<file path="src/ucsh_pkg.sv">
// Package with constants and carrier types for the control-endpoint setup handler.
`default_nettype none
package ucsh_pkg;
   localparam int          DATA_W        = 8;
   localparam int          FIFO_DEPTH    = 32;
   localparam int          PID_W         = 4;
   localparam int          CLK_MHZ       = 200;
   localparam int          SUSPEND_US    = 3000;
   localparam int          SUSPEND_CYC   = SUSPEND_US * CLK_MHZ;
   localparam int          CNT_W         = 20;
   localparam logic [3:0]  PID_SETUP     = 4'hd;
   localparam logic [3:0]  PID_IN        = 4'h9;
   localparam logic [3:0]  PID_OUT       = 4'h1;
   localparam logic [3:0]  PID_DATA1     = 4'hb;
   localparam logic [3:0]  PID_ACK       = 4'h2;
   localparam logic [3:0]  PID_NAK       = 4'ha;
   localparam logic [3:0]  PID_STALL     = 4'he;
   localparam logic        FLAG_RST      = 1'b0;
   localparam logic [1:0]  EP_EN_RST     = 2'b00;

   // Token seen on the bus: its PID and whether the request data stage is IN.
   typedef struct packed {
      logic [PID_W-1:0] pid;
      logic             dirIn;
   } ucsh_token_t;

   // Handshake or data packet sent back to the host.
   typedef struct packed {
      logic [PID_W-1:0]  pid;
      logic              last;
      logic [DATA_W-1:0] data;
   } ucsh_reply_t;
endpackage
`default_nettype wire

</file>
<file path="src/ucsh_fifo.sv">
// Synchronous FIFO with valid and ready on both sides.
`default_nettype none
module ucsh_fifo
   import ucsh_pkg::*;
#(
   parameter int WIDTH = 9,
   parameter int DEPTH = 32
) (
   // Clock and control
   input  wire logic             ref_clk,
   input  wire logic             reset,
   input  wire logic             clkEn,
   input  wire logic             flush,
   // Fill side
   input  wire logic             inValid,
   output logic                  inReady,
   input  wire logic [WIDTH-1:0] inData,
   // Drain side
   output logic                  outValid,
   input  wire logic             outReady,
   output logic [WIDTH-1:0]      outData
);
   localparam int AW = $clog2(DEPTH);

   logic [WIDTH-1:0] mem [DEPTH];
   logic [AW:0]      wrPtr_r;
   logic [AW:0]      rdPtr_r;
   logic [AW:0]      wrPtr_nxt;
   logic [AW:0]      rdPtr_nxt;
   logic             inReady_r;
   logic             push;
   logic             pop;

   assign inReady  = inReady_r;
   assign outValid = wrPtr_r != rdPtr_r;
   assign outData  = mem[rdPtr_r[AW-1:0]];
   assign push     = inValid && inReady_r;
   assign pop      = outValid && outReady;

   // Next pointers are worked out ahead so that the not-full flag can be a register.
   always_comb begin
      wrPtr_nxt = wrPtr_r;
      rdPtr_nxt = rdPtr_r;
      if (flush) begin
         wrPtr_nxt = '0;
         rdPtr_nxt = '0;
      end else begin
         if (push) begin
            wrPtr_nxt = wrPtr_r + 1'b1;
         end
         if (pop) begin
            rdPtr_nxt = rdPtr_r + 1'b1;
         end
      end
   end

   always_ff @(posedge ref_clk) begin
      if (clkEn && push) begin
         mem[wrPtr_r[AW-1:0]] <= inData;
      end
   end

   always_ff @(posedge ref_clk or posedge reset) begin
      if (reset) begin
         wrPtr_r   <= '0;
         rdPtr_r   <= '0;
         inReady_r <= 1'b1;
      end else if (clkEn) begin
         wrPtr_r   <= wrPtr_nxt;
         rdPtr_r   <= rdPtr_nxt;
         inReady_r <= (wrPtr_nxt - rdPtr_nxt) != (AW+1)'(DEPTH);
      end
   end
endmodule
`default_nettype wire

</file>
<file path="src/ucsh_setup_ctrl.sv">
// Endpoint-0 setup handling: flag, NAK hold-off, gating, module reset, suspend.
`default_nettype none
// Overview of operation
// - A SETUP token for an IN control transfer sets the setup flag while the module enable is set.
// - Setting the setup flag raises the interrupt request toward the processor.
// - While the setup flag is set, every IN token that finds the reply slot free is answered with NAK, or with STALL if both endpoint-0 enables are clear.
// - The processor clears the setup flag by a write strobe after decoding.
// - With both endpoint-0 enables clear, a clear of the setup flag is gated off.
// - Setting both endpoint-0 enables again resumes normal endpoint operation.
// - Clearing the module enable resets all function state, including transmit.
// - Bus idle for the suspend time is detected and reported to software while the PLL enable (pllEnable) is set.
module ucsh_setup_ctrl
   import ucsh_pkg::*;
#(
   parameter int SUSPEND_CYCLES = SUSPEND_CYC
) (
   // Clock, reset and enable
   input  wire logic              ref_clk,
   input  wire logic              reset,
   input  wire logic              clkEn,
   // Processor controls
   input  wire logic              moduleEnable,
   input  wire logic              inEp0Enable,
   input  wire logic              outEp0Enable,
   input  wire logic              setupFlagClear,
   input  wire logic              pllEnable,
   // Processor IN data
   input  wire logic              txValid,
   output logic                   txReady,
   input  wire logic [DATA_W-1:0] txData,
   input  wire logic              txLast,
   // Bus token side
   input  wire logic              tokenValid,
   input  wire ucsh_token_t       token,
   input  wire logic              busActivity,
   // Bus reply side
   output logic                   replyValid,
   input  wire logic              replyReady,
   output ucsh_reply_t            reply,
   // Status
   output logic                   setupReceivedFlag,
   output logic                   usbIrq,
   output logic                   suspendFlag,
   output logic                   epEnabledStatus
);
   // Transaction phase: idle, NAK hold-off after a SETUP, and the data stage.
   typedef enum logic [1:0] {ST_IDLE, ST_NAK, ST_DATA} ucsh_state_t;

   ucsh_state_t          state_r;
   logic                 setupFlag_r;
   logic                 irq_r;
   logic                 suspend_r;
   logic                 epEn_r;
   logic [CNT_W-1:0]     idleCnt_r;
   logic                 replyValid_r;
   ucsh_reply_t          reply_r;
   logic                 fifoOutValid;
   logic                 fifoOutReady;
   logic [DATA_W:0]      fifoOutData;
   logic                 funcRst;
   logic                 epEnabled;
   logic                 setupEvt;
   logic                 clearEff;
   logic                 inTok;
   logic                 replyFree;

   // Control terms shared by the processes below.
   assign funcRst   = !moduleEnable;
   assign epEnabled = inEp0Enable || outEp0Enable;
   assign setupEvt  = tokenValid && token.pid == PID_SETUP && token.dirIn;
   assign clearEff  = setupFlagClear && epEnabled;
   assign inTok     = tokenValid && token.pid == PID_IN;
   assign replyFree = !replyValid_r || replyReady;

   // Prepared IN words wait here until the host asks for them.
   ucsh_fifo #(
      .WIDTH (DATA_W + 1),
      .DEPTH (FIFO_DEPTH)
   ) txFifo (
      .ref_clk  (ref_clk),
      .reset    (reset),
      .clkEn    (clkEn),
      .flush    (funcRst),
      .inValid  (txValid && moduleEnable),
      .inReady  (txReady),
      .inData   ({txLast, txData}),
      .outValid (fifoOutValid),
      .outReady (fifoOutReady),
      .outData  (fifoOutData)
   );

   // Words leave the queue only while the data stage owns the reply slot.
   assign fifoOutReady = clkEn && moduleEnable && state_r == ST_DATA && replyFree && !setupEvt;

   // Setup flag: a new SETUP wins over a simultaneous clear.
   always_ff @(posedge ref_clk or posedge reset) begin
      if (reset) begin
         setupFlag_r <= FLAG_RST;
      end else if (clkEn) begin
         if (funcRst) begin
            setupFlag_r <= FLAG_RST;
         end else if (setupEvt) begin
            setupFlag_r <= 1'b1;
         end else if (clearEff) begin
            setupFlag_r <= 1'b0;
         end
      end
   end

   // Interrupt request follows the setup flag.
   always_ff @(posedge ref_clk or posedge reset) begin
      if (reset) begin
         irq_r <= 1'b0;
      end else if (clkEn) begin
         irq_r <= !funcRst && (setupFlag_r || setupEvt);
      end
   end

   // Endpoint enable status, restored once both enables are set.
   always_ff @(posedge ref_clk or posedge reset) begin
      if (reset) begin
         epEn_r <= 1'b0;
      end else if (clkEn) begin
         epEn_r <= moduleEnable && inEp0Enable && outEp0Enable;
      end
   end

   // Transaction state machine.
   always_ff @(posedge ref_clk or posedge reset) begin
      if (reset) begin
         state_r <= ST_IDLE;
      end else if (clkEn) begin
         if (funcRst) begin
            state_r <= ST_IDLE;
         end else begin
            unique case (state_r)
               ST_IDLE: begin
                  if (setupEvt) begin
                     state_r <= ST_NAK;
                  end
               end
               ST_NAK: begin
                  if (inTok && !setupFlag_r && epEn_r && fifoOutValid && replyFree) begin
                     state_r <= ST_DATA;
                  end
               end
               ST_DATA: begin
                  if (setupEvt) begin
                     state_r <= ST_NAK;
                  end else if (fifoOutValid && fifoOutReady && fifoOutData[DATA_W]) begin
                     state_r <= ST_IDLE;
                  end
               end
               default: begin
                  state_r <= ST_IDLE;
               end
            endcase
         end
      end
   end

   // Reply register toward the bus.
   // A new SETUP takes the reply slot ahead of a queued data word.
   // An IN token in idle, or with no data ready, is answered with NAK, or with STALL if both endpoint-0 enables are clear.
   always_ff @(posedge ref_clk or posedge reset) begin
      if (reset) begin
         replyValid_r <= 1'b0;
         reply_r      <= '0;
      end else if (clkEn) begin
         if (funcRst) begin
            replyValid_r <= 1'b0;
            reply_r      <= '0;
         end else if (replyFree) begin
            replyValid_r <= 1'b0;
            if (state_r == ST_DATA && fifoOutValid && !setupEvt) begin
               replyValid_r <= 1'b1;
               reply_r      <= '{pid: PID_DATA1, last: fifoOutData[DATA_W],
                                 data: fifoOutData[DATA_W-1:0]};
            end else if (inTok) begin
               replyValid_r <= 1'b1;
               if (!epEnabled) begin
                  reply_r <= '{pid: PID_STALL, last: 1'b1, data: '0};
               end else if (setupFlag_r || setupEvt || !epEn_r || !fifoOutValid ||
                            state_r != ST_NAK) begin
                  reply_r <= '{pid: PID_NAK, last: 1'b1, data: '0};
               end else begin
                  replyValid_r <= 1'b0;
               end
            end else if (setupEvt) begin
               replyValid_r <= 1'b1;
               reply_r      <= '{pid: PID_ACK, last: 1'b1, data: '0};
            end
         end
      end
   end

   // Suspend detection by counting idle bus cycles.
   always_ff @(posedge ref_clk or posedge reset) begin
      if (reset) begin
         idleCnt_r <= '0;
         suspend_r <= 1'b0;
      end else if (clkEn) begin
         if (funcRst || busActivity || tokenValid) begin
            idleCnt_r <= '0;
            suspend_r <= 1'b0;
         end else if (idleCnt_r >= CNT_W'(SUSPEND_CYCLES - 1)) begin
            suspend_r <= pllEnable;
         end else begin
            idleCnt_r <= idleCnt_r + 1'b1;
         end
      end
   end

   assign setupReceivedFlag = setupFlag_r;
   assign usbIrq            = irq_r;
   assign suspendFlag       = suspend_r;
   assign epEnabledStatus   = epEn_r;
   assign replyValid        = replyValid_r;
   assign reply             = reply_r;
endmodule
`default_nettype wire

</file>
<file path="config.mk">
export PLATFORM = sky130hd
export DESIGN_NAME = ucsh_setup_ctrl
export DESIGN_NICKNAME = d
export VERILOG_FILES = /design/src/ucsh_pkg.sv /design/src/ucsh_fifo.sv /design/src/ucsh_setup_ctrl.sv
export SDC_FILE = /design/constraint.sdc
export NUM_CORES = 1
export LEC_CHECK = 0
export ABC_CLOCK_PERIOD_IN_PS = 2830
export BUFFER_PORTS_ARGS = -buffer_cell sky130_fd_sc_hd__buf_2
export CAP_MARGIN = 15
export CORE_AREA = 2 2 193 195
export DETAILED_ROUTE_END_ITERATION = 8
export DIE_AREA = 0 0 195 197
export SETUP_SLACK_MARGIN = 0.5
export SLEW_MARGIN = 40
export SYNTH_ARGS = -nofsm -noshare
export SYNTH_HDL_FRONTEND = slang
export SYNTH_SLANG_ARGS = --single-unit
export TNS_END_PERCENT = 5
</file>
<file path="constraint.sdc">
create_clock -name ref_clk -period 2.83 [get_ports ref_clk]
set_clock_uncertainty 0.05 [all_clocks]
set_input_delay 0.566 -clock ref_clk [delete_from_list [all_inputs] [get_ports ref_clk]]
set_output_delay 0.566 -clock ref_clk [all_outputs]
set_load 0.05 [all_outputs]
</file>
==> impl_results.md, run 1 <==
- Row cnt: 70
- Non-Filler Instances: 1,449
- Via Count: 7,776
- Bufs on Longest Clock Path: 3
- Critical path's slowest cell: dfrtp_4
- Post-synthesis xor/xnor area fraction: 1.64%
- Post-layout nets: 994
- RSZ-0062 raised after global routing: yes
- Final count of hold timing violations: 0
- Chip width: 195 um
- Buffers on Ports: 44
- Worst setup EP type: flip-flop
- Pwr/cell area: 627 nW/um2
- Compound-gate portion of the synthesized area: 5.34%
- Ys Warns: 0
- Top Ports: 45
- Pint: 8.28 mW
- Core Area: 36,300 um2
- Initial antenna violation count: 0
- Area Growth Syn to Fin: 17.6%
- Switch share: 21.3%
- Via density: 5.37
- Post-synth top cells: edfxtp_1 (288), mux4_2 (80), nor2_1 (69)
- Final worst setup slack: 0.253 ns
- CP startpoint kind: flip-flop
- Post-synthesis simple-gate area fraction: 6.37%
- Slew Viols, Final: 0
- Tmin final: 2.58 ns
- Sequential share of power: 52.5%
- Syn_nets: 868
- Vias in the first global route: 7,974
- Dpl cells: 1,376
- Clk_lat worst skew: 0.52 ns
- GP Congestion: 0.809
- Multiplexer area fraction after synthesis: 14.2%
- Max_cap viols: 0
- Most frequent cell after synthesis: edfxtp_1
- Status: completed
- Adder-Cell Fraction of Synth Area: 0.963%
- Worst Hold Class: in -> reg
- Top Family by Delay on Critical Path: compound AO/OA/AOI/OAI gates
- H-tree depth: 2
- Worst path most repeated cell: nand2_1
- 1st-iter DRT viols: 586
- WHS: 0.257 ns
- First-pass detailed-route iteration total: 5
- Final period util: 91.1%
- Global route overflow: 0
- Synth unique cells: 60
- CTS tree: built
- DP Area: 15,500 um2
- Reg clk slew, reported paths: 0.06 ns
- Antenna-violating nets left: 0
- Main combinational cell family by area after synthesis: multiplexers
- Clk root buf: clkbuf_16
- Top cells by area, synth: edfxtp_1 (61%), mux4_2 (13%), dfrtp_1 (9.1%), nor2_1 (1.8%), nand2_1 (1.2%)
- Critical Path AT: 2.96 ns
- Slew @ Worst Pin: 0.766 ns
- Cell chain of the critical path: xnor2_2 > nand4_2 > o211ai_1 > buf_4 > nand2_1 > nand2_1 > nand2_1 > ha_1 > nand3b_1 > nand2_2 > a21o_1 > a21oi_2 > xor2_1 > a31oi_1
- Post-synth ARST share: 15.5%
- #FFs+latches synth: 341
- Area leader, netlist: edfxtp_1
- Buffer and inverter count on the worst path: 1
- EDFF count, synth: 288
- F_max: 388 MHz
- # clock sinks: 341
- Syn_area_per_cell: 17.2 um2
- Critical path type: reg -> reg
- Fraction of layout cells with a size suffix above 1: 29.3%
- Cell area after layout: 16,800 um2
- Leak Pwr: 5.68 nW
- Routed wire per std cell: 21.3 um
- Seq/Total Area, Yosys: 69.8%
- Post-route DRC violation count: 0
- Post-DP HPWL: 19,600 um
- Initial Util: 39.4%
- Die area: 38,400 um2
- Setup_tns: 0 ns
- Top_reg_cell synth: edfxtp_1
- Share of the synthesized area in the top cell type: 60.5%
- Critical-path maximum fanout: 4
- Worst vdd ir: 0.000352 V
- Pre-CTS setup slack: 0.0278 ns
- Worst EP required: 3.21 ns
- Mapped Cells: 831
- Count of final setup violators: 0
- Slew HR: 48.7%
- Inserted Diodes: 0
- First-pass GRT wire length: 47,800 um
- Largest net degree at the start of global routing: 78
- Clock buffer count from CTS: 37
- CP peak stage delay: 0.52 ns
- GRT Util Overall: 16.3%
- Gate power share: 4.8%
- P_sw: 2.24 mW
- Final wirelength: 30,900 um
- Die Y: 197 um
- Clock share of power: 42.7%
- Post-Syn Area: 14,300 um2
-- final cells by class --
type / count / area (um2)
Fill cell: 3095 / 19500
Sequential cell: 341 / 9980
Multi-Input combinational cell: 436 / 4130
Clock buffer: 47 / 973
Timing Repair Buffer: 128 / 916
Tap cell: 468 / 586
Clock inverter: 16 / 160
Inverter: 13 / 48.8
-- worst reg2reg max path: stages, from the launching register on --
cell,delay (ns)
dfrtp_4,0.52
xnor2_2,0.16
nand4_2,0.15
o211ai_1,0.22
buf_4,0.16
nand2_1,0.05
nand2_1,0.07
nand2_1,0.06
ha_1,0.31
nand3b_1,0.10
nand2_2,0.08
a21o_1,0.17
a21oi_2,0.12
xor2_1,0.16
a31oi_1,0.10
-- power groups by stage --
stage	Clock [mW]	Combinational, mW	Sequential [mW]
floorplan	0	0.220	5.67
global placement	0	0.485	5.63
detailed placement	0	0.493	5.63
CTS	4.63	0.503	5.53
global route	4.83	0.552	5.53
finish	4.50	0.502	5.53
-- placed cells by master (no fill, tap or decap), drive strengths merged, types with 3 or more instances in the layout --
cell type  count
and3          10
nor4           5
a221o          8
dfrtp         52
nor2b          6
nand3         14
buf          126
nand2         45
nor2          69
ha            11
mux2i         16
o21ai         30
o21a           3
o2111ai        5
or4            3
nand3b         7
a21o           3
nand4          9
mux2           6
a22oi          5
a21oi         19
edfxtp       288
mux4          80
a31oi          3
nor3           7
o211ai        14
xnor2         13
nand2b         4
clkinv        15
xor2          12
or3            6
clkbuf        48
o2bb2ai        4
inv           12
-- timing repair --
| action | in CTS | in global routing |
|---|---|---|
| pin swaps | 7 | 4 |
| setup endpoints to repair | 19 | 33 |
| resized for setup | 3 | 6 |
| setup buffers | 6 | 2 |
| cloned | 0 | 1 |
| endpoints found under the hold margin | 4 | 0 |
| hold buffers | 1 | 0 |
-- per-stage QoR --
step | util (%) | power (mW)
detailed placement | 42.8 | 6.12
global route | 46.3 | 10.9
floorplan | - | 5.89
global placement | 42.8 | 6.11
CTS | 46.2 | 10.7
finish | 46.3 | 10.5
-- cell families (layout without fill, tap and decap cells) --
logic type               after synthesis  in the layout
flip-flops                           341            341
multiplexers                         102            102
adder cells (fa/ha/maj)               11             11
buffers and inverters                 54            204
AO/OA/AOI/OAI                        108            108
XOR/XNOR                              25             25
AND/OR/NAND/NOR                      190            190
-- routing by layer --
metal	share of wire [%]	vias up	track usage (%)	wire (um)
li1	-	3567	-	-
met1	46	3962	23.3	14100
met2	47	211	25.9	14400
met3	5.8	36	3.08	1790
met4	1.7	0	4.30	530
met5	0	-	0	0
-- sequential cells by signal, indices dropped and copies added, names as in the netlist --
signal and cells:
reply 13, idleCnt_r 20, replyValid 1, setupReceivedFlag 1
suspendFlag 1, state_r 2, txFifo.wrPtr_r 6, usbIrq 1
txFifo.mem 288, txFifo.rdPtr_r 6, epEnabledStatus 1, txFifo.inReady 1
-- worst paths after layout --
check | slack [ns] | depth (start not counted) | startpoint | endpoint
worst max register to register | 0.25 | 14 | txFifo.rdPtr_r[0]$_DFFE_PP0P_ | txFifo.inReady$_DFFE_PP1P_
max in group asynchronous | 1.50 | 4 | reset | txFifo.inReady$_DFFE_PP1P_
worst min register to register | 0.46 | 1 | replyValid$_DFFE_PP0P_ | replyValid$_DFFE_PP0P_
worst max-delay path | 0.25 | 14 | txFifo.rdPtr_r[0]$_DFFE_PP0P_ | txFifo.inReady$_DFFE_PP1P_
worst min-delay path | 0.26 | 3 | pllEnable | suspendFlag$_DFFE_PP0P_
min in group asynchronous | 0.54 | 3 | reset | reply[0]$_DFFE_PP0P_
No activity file was read; power rests on OpenSTA's default activity.
==> run 2, diff against run 1 <==
- ABC_AREA: unset -> 1
- CORE_AREA: 2 2 193 195 -> 2 2 167 169
- CTS_CLUSTER_SIZE: unset -> 40
- DIE_AREA: 0 0 195 197 -> 0 0 169 171
- PLACE_DENSITY: unset -> 0.75
==> run 2 against run 1 <==
Against the previous run: core utilization up 17 points; first-iteration DRC count grew 130%; area after synthesis grew 5.3%; highest routed layer unchanged; clock power shrank 3%; wire length is 21% higher; critical path type unchanged; cell count increased by 29%; sequential cell count unchanged; combinational power increased by 120%.
==> impl_results.md, run 2 <==
- Status: completed
- Setup_tns: 0 ns (unchanged)
- Filler instances: 2,091 (-32%)
- Seq. cell area: 9990 um2 (about the same)
- Final wirelength: 37,400 um (+21%)
- Overall power: 11.1 mW (+5.1%)
- Via Count: 11,059 (+42%)
- Footprint of the multi-input gates: 4560 um2 (+10%)
- Ys Warns: 0 (unchanged)
- Max_cap viols: 0 (unchanged)
- Cts hold-fix bufs: 0 (-1)
- Slew @ Worst Pin: 0.722 ns (-0.0444 ns)
- Core Util, Final: 62.9% (+17 points)
- Top Ports: 45 (unchanged)
- Fraction of layout cells with a size suffix above 1: 16.2% (-13 points)
- 1st-iter DRT viols: 1,336 (+130%)
- Clock buffer count from CTS: 35 (-5.4%)
- Worst vdd ir: 0.000661 V (+88%)
- Post-Syn Area: 15,100 um2 (+5.3%)
- Antenna-violating nets left: 0 (unchanged)
- EDFF count, synth: 288 (unchanged)
- Mapped Cells: 1,406 (+69%)
- Top cells by area, synth: edfxtp_1 (57%), nand2_1 (9.8%), dfrtp_1 (8.6%), nand3_1 (5.4%), a21oi_1 (3.6%)
- Worst-case reg-to-reg path depth: 20 (+6)
- Vias in the first global route: 10,632 (+33%)
- Clk_lat worst skew: 0.53 ns (about the same)
- Worst Hold Class: in -> async
- Commonest non-fill, non-tap cell in the layout: nand2_1
- Dpl cells: 1,788 (+30%)
- Core Area: 27,300 um2 (-25%)
- Post-synth top cells: nand2_1 (394), edfxtp_1 (288), nand3_1 (163)
- Non-Filler Instances: 1,863 (+29%)
- First-pass detailed-route iteration total: 6 (+1)
- Inserted Diodes: 0 (unchanged)
- CTS tree: built
- GRT Util Overall: 26.0% (+9.7 points)
- Global route overflow: 0 (unchanged)
- Post-DP HPWL: 21,800 um (+11%)
- First-pass GRT wire length: 57,800 um (+21%)
- Bufs on Longest Clock Path: 3 (unchanged)
- Reg-to-Reg End: txFifo.inReady$_DFFE_PP1P_
- Syn_area_per_cell: 10.7 um2 (-38%)
- Area leader, netlist: edfxtp_1
- Post-synth ARST share: 15.5% (unchanged)
- Area Growth Syn to Fin: 14.1%
- Initial antenna violation count: 0 (unchanged)
- Reg clk slew, reported paths: 0.06 ns (about the same)
- Critical-path maximum fanout: 8 (+4)
- Top_reg_cell synth: edfxtp_1
- Most frequent cells in the layout: nand2_1 (386), edfxtp_1 (288), nand3_1 (163)
- #FFs+latches synth: 341 (unchanged)
- Syn_nets: 1,443 (+66%)
- Count of final setup violators: 0 (unchanged)
- Share of the synthesized area in the top cell type: 57.5% (-3.1 points)
- Slew Viols, Final: 0 (unchanged)
- CP startpoint kind: flip-flop
- Worst setup EP type: flip-flop
- Seq/Total Area, Yosys: 66.3% (-3.5 points)
- Via density: 5.94 (+11%)
- Final worst setup slack: 0.294 ns (+0.0411 ns)
- FF-to-FF Start: txFifo.rdPtr_r[0]$_DFFE_PP0P_
- Leak Pwr: 6.63 nW (+17%)
- Row cnt: 61 (-13%)
- GP Congestion: 0.900 (+11%)
- F_max: 394 MHz (+1.6%)
- Initial Util: 55.1% (+16 points)
- Max reg flops: 288 (unchanged)
- Chip width: 169 um (-13%)
- Critical path type: reg -> reg
- Routed wire per std cell: 20.1 um (-5.8%)
- Critical Path AT: 2.95 ns (about the same)
- R2R Setup Slk: 0.29 ns (+0.04 ns)
- RSZ-0062 raised after global routing: yes
- Final period util: 89.6% (-1.5 points)
- Buffers on Ports: 44 (unchanged)
- Tmin final: 2.54 ns (-0.0411 ns)
- Die Y: 171 um (-13%)
- Pre-CTS setup slack: -0.0273 ns (-0.0551 ns)
- Post-route DRC violation count: 0 (unchanged)
- Clk root buf: clkbuf_16
- H-tree depth: 2 (unchanged)
- Worst EP required: 3.24 ns (+0.03 ns)
- Most frequent cell after synthesis: nand2_1
- Slew HR: 51.9% (+3.1 points)
- Synth unique cells: 35 (-42%)
- Post-layout nets: 1,532 (+54%)
- Final count of hold timing violations: 0 (unchanged)
- Largest net degree at the start of global routing: 88 (+13%)
- Die area: 28,900 um2 (-25%)
- # clock sinks: 341 (unchanged)
- Pwr/cell area: 644 nW/um2 (+2.8%)
## run 2: changes by cell type after synthesis, moves of 9 or more
cell,delta
nand2_1,+349
nand3_1,+149
a21oi_1,+88
mux4_2,-80
inv_1,+42
a22oi_1,+40
nand2_2,+24
nor3_1,+21
buf_2,+19
o21ai_1,+17
mux2i_1,-16
o211ai_1,-14
and3_1,-10
inv_2,+9
## run 2: kinds of logic after synthesis
logic type	count (synthesis)	share of synthesized area, %
AND/OR/NAND/NOR	701	20.3
buffers and inverters	137	3.99
adder cells (fa/ha/maj)	11	0.914
flip-flops	341	66.3
AO/OA/AOI/OAI	196	7.35
XOR/XNOR	20	1.16
## run 2: how the worst max path moves through the flow
stage | startpoint | to | cells after the start
3_3_place_gp | moduleEnable | txFifo.inReady$_DFFE_PP1P_ | 20
3_5_place_dp | moduleEnable | txFifo.inReady$_DFFE_PP1P_ | 20
5_1_grt | replyValid$_DFFE_PP0P_ | txFifo.inReady$_DFFE_PP1P_ | 19
2_1_floorplan | moduleEnable | txFifo.inReady$_DFFE_PP1P_ | 19
6_report | txFifo.rdPtr_r[0]$_DFFE_PP0P_ | txFifo.inReady$_DFFE_PP1P_ | 20
4_1_cts | txFifo.rdPtr_r[0]$_DFFE_PP0P_ | txFifo.inReady$_DFFE_PP1P_ | 19
## run 2: layout make-up
| type | count | share of cell area, % |
|---|---|---|
| Inverter | 63 | 1.41 |
| Timing Repair Buffer | 125 | 5.03 |
| Multi-Input combinational cell | 929 | 26.6 |
| Clock buffer | 42 | 5.49 |
| Clock inverter | 17 | 0.838 |
| Sequential cell | 341 | 58.2 |
| Tap cell | 346 | 2.52 |
## run 2: power by group
| part | switching [mW] | total (mW) | internal (mW) | leakage (nW) |
|---|---|---|---|---|
| registers | 0.0576 | 5.58 | 5.52 | 3.31 |
| clock network | 1.83 | 4.38 | 2.55 | 0.535 |
| logic | 0.760 | 1.09 | 0.334 | 2.79 |
| total | 2.65 | 11.1 | 8.41 | 6.63 |
## run 2: per-stage QoR
| stage | hold WS (ns) | cell area [um2] |
|---|---|---|
| 2_1_floorplan | 0.436 | 15100 |
| 3_3_place_gp | 0.403 | 15900 |
| 3_5_place_dp | 0.412 | 15900 |
| 4_1_cts | 0.120 | 17100 |
| 5_1_grt | 0.177 | 17200 |
| 6_report | 0.104 | 17200 |
## run 2: critical path, cell delays in order, from the launching register on
cell,delay (ns)
dfrtp_4,0.50
inv_4,0.09
nand2_2,0.05
nand2_2,0.09
nor2_4,0.05
nand3_4,0.09
nand2_4,0.09
buf_4,0.15
o21ai_2,0.16
ha_1,0.27
inv_2,0.07
o21bai_1,0.08
nand2_1,0.08
nand2_2,0.08
nand2_2,0.07
nand2_2,0.06
xor2_1,0.16
nor2_1,0.11
nand3_1,0.08
nand2_1,0.06
inv_1,0.04
## run 2: what timing repair did
| item | in CTS | in global routing |
|---|---|---|
| pin swaps | 17 | 13 |
| resized for setup | 19 | 7 |
| gates cloned | 1 | 0 |
| hold endpoints to repair | 0 | 0 |
| setup buffers | 11 | 4 |
| setup endpoints to repair | 22 | 33 |
## run 2: routing by layer
| metal | wire length, um | part of all wire (%) | vias up | GRT usage (%) |
|---|---|---|---|---|
| met1 | 15000 | 40 | 5335 | 35.0 |
| met2 | 18100 | 48 | 536 | 43.2 |
| met3 | 3050 | 8.2 | 96 | 3.68 |
| met5 | 0 | 0 | - | 0 |
| met4 | 1260 | 3.4 | 0 | 10.6 |
| li1 | - | - | 5092 | - |
